File: config.mk
export PLATFORM = sky130hd
export DESIGN_NAME = ccr_regs
export DESIGN_NICKNAME = d
export VERILOG_FILES = /design/src/verilog/ccr_pkg.sv /design/src/verilog/ccr_regs.sv
export SDC_FILE = /design/constraint.sdc
export NUM_CORES = 1
export LEC_CHECK = 0
export BUFFER_PORTS_ARGS = -buffer_cell sky130_fd_sc_hd__buf_4
export CORE_MARGIN = 3
export CORE_UTILIZATION = 60
export CTS_CLUSTER_SIZE = 40
export DETAILED_ROUTE_END_ITERATION = 16
export GPL_TIMING_DRIVEN = 0
export PLACE_DENSITY = 0.75
export SLEW_MARGIN = 30
export SYNTH_ARGS = -nofsm -noshare
export SYNTH_HDL_FRONTEND = slang
export SYNTH_SLANG_ARGS = --single-unit
File: constraint.sdc
create_clock -name MCLK -period 8.4 [get_ports MCLK]
set_input_delay 0.42 -clock MCLK [delete_from_list [all_inputs] [get_ports MCLK]]
set_output_delay 0.42 -clock MCLK [all_outputs]
set_load 0.05 [all_outputs]
File: src/verilog/ccr_pkg.sv
// package with the register map, field layout and state type of the config slice
package ccr_pkg;

  // register offsets inside their pages
  localparam logic [11:0] CCR_OFS_LANE_AMPLITUDE_SELECT = 12'h03d;
  localparam logic [11:0] CCR_OFS_LOW_RATE_ENABLE_ONE = 12'h03f;
  localparam logic [11:0] CCR_OFS_LOW_RATE_ENABLE_TWO = 12'h042;
  localparam logic [11:0] CCR_OFS_TIMING_REFERENCE_CONTROL = 12'h057;
  localparam logic [11:0] CCR_OFS_SYNC_POLARITY_CONTROL = 12'h058;
  localparam logic [11:0] CCR_OFS_DIGITAL_GAIN_CONTROL = 12'h0a6;

  // page select registers, written with m = 0
  localparam logic [11:0] CCR_OFS_ANALOG_PAGE = 12'h011;
  localparam logic [11:0] CCR_OFS_DIG_PAGE_LO = 12'h012;
  localparam logic [11:0] CCR_OFS_DIG_PAGE_MID = 12'h013;
  localparam logic [11:0] CCR_OFS_DIG_PAGE_HI = 12'h014;

  // page values
  localparam logic [7:0] CCR_PAGE_MASTER = 8'h00;
  localparam logic [7:0] CCR_PAGE_CONVERTER = 8'hff;
  localparam logic [23:0] CCR_PAGE_DIG_CHAN_A = 24'h610000;
  localparam logic [23:0] CCR_PAGE_DIG_CHAN_B = 24'h610100;

  // field positions
  localparam int CCR_AMP_LSB = 0;
  localparam int CCR_REF_SRC_BIT = 3;
  localparam int CCR_REF_LVL_BIT = 4;
  localparam int CCR_SYNC_INV_BIT = 5;
  localparam int CCR_LOW_RATE_A_BIT = 2;
  localparam int CCR_LOW_RATE_B_BIT = 4;
  localparam int CCR_GAIN_LSB = 0;

  // reset values
  localparam logic [2:0] CCR_RST_AMP = 3'h0;
  localparam logic [3:0] CCR_RST_GAIN = 4'h0;
  localparam logic CCR_RST_BIT = 1'b0;
  localparam logic [7:0] CCR_RST_ANALOG_PAGE = 8'h00;
  localparam logic [23:0] CCR_RST_DIG_PAGE = 24'h000000;

  // serial frame: rw, m, two spare bits, 12 address bits, 8 data bits
  localparam logic [4:0] CCR_FRAME_BITS = 5'h18;
  localparam logic [4:0] CCR_HEADER_BITS = 5'h10;

  // lane amplitude in millivolts peak-to-peak per code
  localparam logic [9:0] CCR_VOD_MV_0 = 10'd860;
  localparam logic [9:0] CCR_VOD_MV_1 = 10'd810;
  localparam logic [9:0] CCR_VOD_MV_2 = 10'd770;
  localparam logic [9:0] CCR_VOD_MV_3 = 10'd745;
  localparam logic [9:0] CCR_VOD_MV_4 = 10'd960;
  localparam logic [9:0] CCR_VOD_MV_5 = 10'd930;
  localparam logic [9:0] CCR_VOD_MV_6 = 10'd905;
  localparam logic [9:0] CCR_VOD_MV_7 = 10'd880;

  // stored register fields
  typedef struct packed {
    logic [2:0] lane_amplitude_sel;
    logic timing_ref_source_sel;
    logic timing_ref_level_bit;
    logic sync_request_invert;
    logic low_rate_enable_a;
    logic low_rate_enable_b;
    logic [3:0] gain_a;
    logic [3:0] gain_b;
  } ccr_cfg_s;

  // whole module state
  typedef struct packed {
    ccr_cfg_s cfg;
    logic [7:0] analog_page;
    logic [23:0] dig_page;
    logic [22:0] shift;
    logic [4:0] count;
    logic sclk_prev;
    logic rd_active;
    logic [7:0] rd_shift;
    logic sdout;
    logic sdout_oe;
    logic timing_ref;
    logic sync_req;
    logic [9:0] vod_mv;
  } ccr_state_s;

endpackage

File: src/verilog/ccr_regs.sv
// configuration register slice behind the serial configuration port
`timescale 1ns/1ps

// Operation
// - three-bit master field picks lane amplitude, codes 0..3 map 860 down to 745 mV, codes 4..7 map 960 down to 880 mV
// - bit 3 of 057h picks timing reference source: pins or register bit
// - with register source, bit 4 of 057h sets the timing reference level
// - bit 5 of 058h inverts the sync request input; 0 passes it through
// - four-bit per-channel gain in 0A6h, 1 dB steps, codes 0 to 11
// - digital page 610000h selects channel A, 610100h channel B, with m = 1
// - converter page is page value FFh with m = 0
module ccr_regs
(
  // clock and reset
  input wire logic MCLK,
  input wire logic SYS_RST,
  // serial configuration port
  input wire logic SEN_N,
  input wire logic SCLK,
  input wire logic SDIO,
  output logic SDOUT,
  output logic SDOUT_OE,
  // timing reference and sync request
  input wire logic SYSREF_PIN,
  input wire logic SYNC_REQ_N_PIN,
  output logic TIMING_REF,
  output logic SYNC_REQ,
  // configuration to the data path
  output logic [2:0] LANE_AMPLITUDE,
  output logic [9:0] LANE_VOD_MV,
  output logic LOW_RATE_A,
  output logic LOW_RATE_B,
  output logic [3:0] GAIN_A,
  output logic [3:0] GAIN_B
);
  import ccr_pkg::*;

  ccr_state_s st_q;
  ccr_state_s st_d;
  logic rise;
  logic fall;
  logic [15:0] hdr;
  logic [23:0] word;
  logic wr_fire;
  logic [11:0] wr_addr;
  logic [7:0] wr_data;
  logic wr_m;
  logic hit_master;
  logic hit_conv;
  logic hit_dig_a;
  logic hit_dig_b;

  // amplitude code to millivolts
  function automatic logic [9:0] vod_of(input logic [2:0] code);
    case (code)
      3'h0: vod_of = CCR_VOD_MV_0;
      3'h1: vod_of = CCR_VOD_MV_1;
      3'h2: vod_of = CCR_VOD_MV_2;
      3'h3: vod_of = CCR_VOD_MV_3;
      3'h4: vod_of = CCR_VOD_MV_4;
      3'h5: vod_of = CCR_VOD_MV_5;
      3'h6: vod_of = CCR_VOD_MV_6;
      default: vod_of = CCR_VOD_MV_7;
    endcase
  endfunction

  // readback of one register, reserved bits as zero, unmapped as zero
  function automatic logic [7:0] read_of(input ccr_state_s s, input logic m,
                                         input logic [11:0] a);
    logic [7:0] r;
    logic mas;
    logic cnv;
    logic dga;
    logic dgb;
    r = 8'h00;
    mas = !m && s.analog_page == CCR_PAGE_MASTER;
    cnv = !m && s.analog_page == CCR_PAGE_CONVERTER;
    dga = m && s.dig_page == CCR_PAGE_DIG_CHAN_A;
    dgb = m && s.dig_page == CCR_PAGE_DIG_CHAN_B;
    if (!m && a == CCR_OFS_ANALOG_PAGE)
      r = s.analog_page;
    else if (!m && a == CCR_OFS_DIG_PAGE_LO)
      r = s.dig_page[7:0];
    else if (!m && a == CCR_OFS_DIG_PAGE_MID)
      r = s.dig_page[15:8];
    else if (!m && a == CCR_OFS_DIG_PAGE_HI)
      r = s.dig_page[23:16];
    else if (mas && a == CCR_OFS_LANE_AMPLITUDE_SELECT)
      r[CCR_AMP_LSB +: 3] = s.cfg.lane_amplitude_sel;
    else if (mas && a == CCR_OFS_TIMING_REFERENCE_CONTROL)
    begin
      r[CCR_REF_SRC_BIT] = s.cfg.timing_ref_source_sel;
      r[CCR_REF_LVL_BIT] = s.cfg.timing_ref_level_bit;
    end
    else if (mas && a == CCR_OFS_SYNC_POLARITY_CONTROL)
      r[CCR_SYNC_INV_BIT] = s.cfg.sync_request_invert;
    else if (cnv && a == CCR_OFS_LOW_RATE_ENABLE_ONE)
      r[CCR_LOW_RATE_A_BIT] = s.cfg.low_rate_enable_a;
    else if (cnv && a == CCR_OFS_LOW_RATE_ENABLE_TWO)
      r[CCR_LOW_RATE_B_BIT] = s.cfg.low_rate_enable_b;
    else if (dga && a == CCR_OFS_DIGITAL_GAIN_CONTROL)
      r[CCR_GAIN_LSB +: 4] = s.cfg.gain_a;
    else if (dgb && a == CCR_OFS_DIGITAL_GAIN_CONTROL)
      r[CCR_GAIN_LSB +: 4] = s.cfg.gain_b;
    read_of = r;
  endfunction

  // serial edges and frame decode
  assign rise = !SEN_N && SCLK && !st_q.sclk_prev;
  assign fall = !SEN_N && !SCLK && st_q.sclk_prev;
  assign hdr = {st_q.shift[14:0], SDIO};
  assign word = {st_q.shift, SDIO};
  assign wr_fire = rise && st_q.count == CCR_FRAME_BITS - 5'h01 && !word[23];
  assign wr_m = word[22];
  assign wr_addr = word[19:8];
  assign wr_data = word[7:0];
  assign hit_master = !wr_m && st_q.analog_page == CCR_PAGE_MASTER;
  assign hit_conv = !wr_m && st_q.analog_page == CCR_PAGE_CONVERTER;
  assign hit_dig_a = wr_m && st_q.dig_page == CCR_PAGE_DIG_CHAN_A;
  assign hit_dig_b = wr_m && st_q.dig_page == CCR_PAGE_DIG_CHAN_B;

  // next state
  always_comb
  begin
    st_d = st_q;
    st_d.sclk_prev = SCLK;
    if (SEN_N)
    begin
      st_d.count = 5'h00;
      st_d.rd_active = 1'b0;
      st_d.sdout_oe = 1'b0;
    end
    else if (rise)
    begin
      st_d.shift = word[22:0];
      if (st_q.count != CCR_FRAME_BITS)
        st_d.count = st_q.count + 5'h01;
      if (st_q.count == CCR_HEADER_BITS - 5'h01 && hdr[15])
      begin
        st_d.rd_active = 1'b1;
        st_d.rd_shift = read_of(st_q, hdr[14], hdr[11:0]);
      end
    end
    else if (fall && st_q.rd_active)
    begin
      st_d.sdout = st_q.rd_shift[7];
      st_d.sdout_oe = 1'b1;
      st_d.rd_shift = {st_q.rd_shift[6:0], 1'b0};
      if (st_q.count == CCR_FRAME_BITS)
        st_d.rd_active = 1'b0;
    end
    // register writes, reserved bits dropped
    if (wr_fire)
    begin
      if (!wr_m && wr_addr == CCR_OFS_ANALOG_PAGE)
        st_d.analog_page = wr_data;
      if (!wr_m && wr_addr == CCR_OFS_DIG_PAGE_LO)
        st_d.dig_page[7:0] = wr_data;
      if (!wr_m && wr_addr == CCR_OFS_DIG_PAGE_MID)
        st_d.dig_page[15:8] = wr_data;
      if (!wr_m && wr_addr == CCR_OFS_DIG_PAGE_HI)
        st_d.dig_page[23:16] = wr_data;
      if (hit_master && wr_addr == CCR_OFS_LANE_AMPLITUDE_SELECT)
        st_d.cfg.lane_amplitude_sel = wr_data[CCR_AMP_LSB +: 3];
      if (hit_master && wr_addr == CCR_OFS_TIMING_REFERENCE_CONTROL)
      begin
        st_d.cfg.timing_ref_source_sel = wr_data[CCR_REF_SRC_BIT];
        st_d.cfg.timing_ref_level_bit = wr_data[CCR_REF_LVL_BIT];
      end
      if (hit_master && wr_addr == CCR_OFS_SYNC_POLARITY_CONTROL)
        st_d.cfg.sync_request_invert = wr_data[CCR_SYNC_INV_BIT];
      if (hit_conv && wr_addr == CCR_OFS_LOW_RATE_ENABLE_ONE)
        st_d.cfg.low_rate_enable_a = wr_data[CCR_LOW_RATE_A_BIT];
      if (hit_conv && wr_addr == CCR_OFS_LOW_RATE_ENABLE_TWO)
        st_d.cfg.low_rate_enable_b = wr_data[CCR_LOW_RATE_B_BIT];
      if (hit_dig_a && wr_addr == CCR_OFS_DIGITAL_GAIN_CONTROL)
        st_d.cfg.gain_a = wr_data[CCR_GAIN_LSB +: 4];
      if (hit_dig_b && wr_addr == CCR_OFS_DIGITAL_GAIN_CONTROL)
        st_d.cfg.gain_b = wr_data[CCR_GAIN_LSB +: 4];
    end
    // derived outputs, one cycle behind their causes
    st_d.timing_ref = st_q.cfg.timing_ref_source_sel ?
                      st_q.cfg.timing_ref_level_bit : SYSREF_PIN;
    st_d.sync_req = SYNC_REQ_N_PIN ^ st_q.cfg.sync_request_invert;
    st_d.vod_mv = vod_of(st_q.cfg.lane_amplitude_sel);
  end

  // state register, all fields zero at reset except vod_mv, which loads 860 mV
  always_ff @(posedge MCLK or posedge SYS_RST)
  begin
    if (SYS_RST)
    begin
      st_q <= '0;
      st_q.cfg.lane_amplitude_sel <= CCR_RST_AMP;
      st_q.cfg.gain_a <= CCR_RST_GAIN;
      st_q.cfg.gain_b <= CCR_RST_GAIN;
      st_q.cfg.timing_ref_source_sel <= CCR_RST_BIT;
      st_q.analog_page <= CCR_RST_ANALOG_PAGE;
      st_q.dig_page <= CCR_RST_DIG_PAGE;
      st_q.vod_mv <= CCR_VOD_MV_0;
    end
    else
      st_q <= st_d;
  end

  // outputs straight from flip-flops
  assign SDOUT = st_q.sdout;
  assign SDOUT_OE = st_q.sdout_oe;
  assign TIMING_REF = st_q.timing_ref;
  assign SYNC_REQ = st_q.sync_req;
  assign LANE_AMPLITUDE = st_q.cfg.lane_amplitude_sel;
  assign LANE_VOD_MV = st_q.vod_mv;
  assign LOW_RATE_A = st_q.cfg.low_rate_enable_a;
  assign LOW_RATE_B = st_q.cfg.low_rate_enable_b;
  assign GAIN_A = st_q.cfg.gain_a;
  assign GAIN_B = st_q.cfg.gain_b;
endmodule

==> impl_metrics.tcl <==
set metrics [dict create \
    outcome "completed" \
    timing.hold.ws_ns 0.02362 \
    path_class "reg -> reg" \
    r2r_slack_ns 5.68 \
    synth_top_flop_cell "dfrtp_1" \
    cts_max_level 3 \
    power_mw 1.041 \
    synth_edf_count 0 \
    wl_met1_um 4605 \
    yosysWarnings 0 \
    wl_per_cell_um 18.07 \
    drive_gt1_share_pct 34.24 \
    worstReg2RegStart "hdr[8]" \
    diodes 0 \
    core_mm2 0.007888 \
    pre_cts_ws_ns 5.814 \
    cts_tree "done" \
    drtIter0Drc 192 \
    area_delta_synth_final_pct 12.17 \
    rsz0062_at_grt "no" \
    die_area_mm2 0.009404 \
    route.met2.wl_um 4947 \
    grt_pass1_wl_um 17820 \
    critPathMaxFanout 8 \
    place_congestion 0.8900 \
    track_usage_pct 23.39 \
    finalCritPeriodShare_pct 32.33 \
    grt_start_max_net_pins 66 \
    layout_common_cells "94 x dfrtp_1, 72 x mux2_2, 52 x buf_4, 24 x nor2_1, 18 x nand2_1" \
    vias_per_cell 6.140 \
    cts_buffers 9 \
    fin_tns_setup_ns 0 \
    layout_commonest_cell "dfrtp_1" \
    clock_latency_ns 0.37 \
    hold_viol_final 0 \
    cts_max_path_buffers 2 \
    syn_nets 445 \
    antenna_found_initial 0 \
    peakVddDrop_mv 0.1069 \
    drt-total-wl_um 10440 \
    finClkSkew_ns 0.01805 \
    worst_pin_slew_ns 0.7806 \
    postCtsHoldBufs 0 \
    drv_cap 0 \
    postRouteAntennaNets 0 \
    cts_resized 0 \
    dr_wl_met3_um 625 \
    place.detailed.hpwl_um 7541 \
    avgSynthCellArea_um2 11.55 \
    clk_pin_slew_ns 0.10 \
    syn_area_mm2 0.004966 \
    overflow 0 \
    start_util_pct 62.96 \
    firstDrtPassIters 4 \
    start_kind "register" \
    powerDensity_mw_per_mm2 186.8 \
    clock-root-buffer "clkbuf_8" \
    r2r-end "st_q[19]" \
    crit_required_ns 8.70 \
    finalSetupViolCount 0 \
    io_buffers 30 \
    finalCriticalPeriod_ns 2.716 \
    ys_types 67 \
    end_kind "register" \
    cts_setup_buffers 0 \
    reg2reg_depth 6 \
    slew-limit-headroom_pct 47.48 \
    rows 32 \
    ys_ff_latch 99 \
    fin_ws_ns 5.684 \
    top_layer "met4" \
    cts_num_sinks 99 \
    worstHoldPathType "in -> async" \
    max_freq_mhz 368.2 \
    ys_seq_area_share_pct 50.01 \
    cp.arrival_ns 3.01 \
    route.detailed.drc 0 \
    p_leak_nw 2.675 \
    pin_count 34 \
    maxSlewViolCount 0 \
    die_x_um 96.98 \
    nets 487 \
    final_util_pct 70.62 \
    ys_async_sr_fraction_pct 100.0 \
    vias 3549 \
    synthCells 430 \
    die_h_um 96.98 \
    grt_pass1_vias 3558 \
]
stage by stage:
stage,cells,cell area [um2]
floorplan,430,4966
global placement,562,5319
global route,578,5570
CTS,578,5570
detailed placement,563,5351
finish,578,5570
registers in the layout, indices dropped and copies added, names as in the netlist:
signal          cells
LANE_AMPLITUDE      3
LOW_RATE_B          1
SDOUT               1
GAIN_A              4
st_q               58
SDOUT_OE            1
LANE_VOD_MV         9
hdr                15
GAIN_B              4
TIMING_REF          1
SYNC_REQ            1
LOW_RATE_A          1
layout make-up:
type | instances | area [um2]
flip-flops and latches | 99 | 2484
inverters | 10 | 42.54
plain buffers | 44 | 252.7
clock buffers | 9 | 123.9
fillers | 584 | 2317
clock inverters | 6 | 95.09
repair buffers | 31 | 252.7
well taps | 102 | 127.6
multi-input cells | 277 | 2192
cell usage after synthesis, drive strengths merged, types with 3 or more instances:
cell	n	share of area, %
dfrtp	94	47
mux2	74	17
buf	26	3.7
nor2	24	1.8
nand2	19	1.5
clkbuf	18	1.4
nor3	12	1.2
o21ai	12	1.2
a21oi	10	1.0
and3	10	1.3
inv	10	0.76
nand3	10	1.0
nand4	9	1.3
nor4	9	1.8
ha	8	2.0
nor2b	7	0.93
dfstp	5	2.6
a221oi	4	0.71
nand2b	4	0.55
nor3b	4	0.60
or2	4	0.50
or4	4	0.68
a22o	3	0.53
a22oi	3	0.45
and4	3	0.53
xor2	3	0.53
cells by family (layout without fill, tap and decap cells):
kind of cell | after synthesis | count (layout) | share of synthesized area, %
other | 1 | 1 | 0.07551
multiplexers | 76 | 76 | 17.18
AO/OA/AOI/OAI | 52 | 52 | 7.458
buffers and inverters | 54 | 100 | 5.845
AND/OR/NAND/NOR | 136 | 136 | 16.70
flip-flops | 99 | 99 | 50.01
adder cells (fa/ha/maj) | 8 | 8 | 2.016
XOR/XNOR | 4 | 4 | 0.7056
worst max-delay path, cell delays in order (launching register included):
cell and delay (ns):
dfrtp_1 0.41, nor4_1 0.70, nand4_1 0.53, nor2_1 0.52
a32oi_1 0.10, a31oi_1 0.26, a211o_1 0.13
worst max-delay path by stage:
stage	startpoint	slack (ns)	cells past startpoint	end
5_1_grt	hdr[11]	5.57	6	st_q[17]
4_1_cts	hdr[11]	5.79	6	st_q[19]
6_report	hdr[8]	5.68	6	st_q[19]
3_3_place_gp	SYS_RST	4.35	2	st_q[95]
3_5_place_dp	hdr[11]	5.81	6	st_q[19]
2_1_floorplan	SYS_RST	5.40	1	GAIN_A[0]
layer usage:
metal	vias up	GRT usage, %
met3	28	5.768
li1	1640	-
met1	1751	32.01
met2	130	36.36
met5	-	0
met4	0	8.531
power breakdown:
part	switching (mW)	internal [mW]	leakage [nW]
Combinational	0.116	0.0630	1.22
Clock	0.170	0.171	0.111
Sequential	0.0244	0.497	1.35
Total	0.310	0.731	2.68
(Power assumes the default switching activity.)
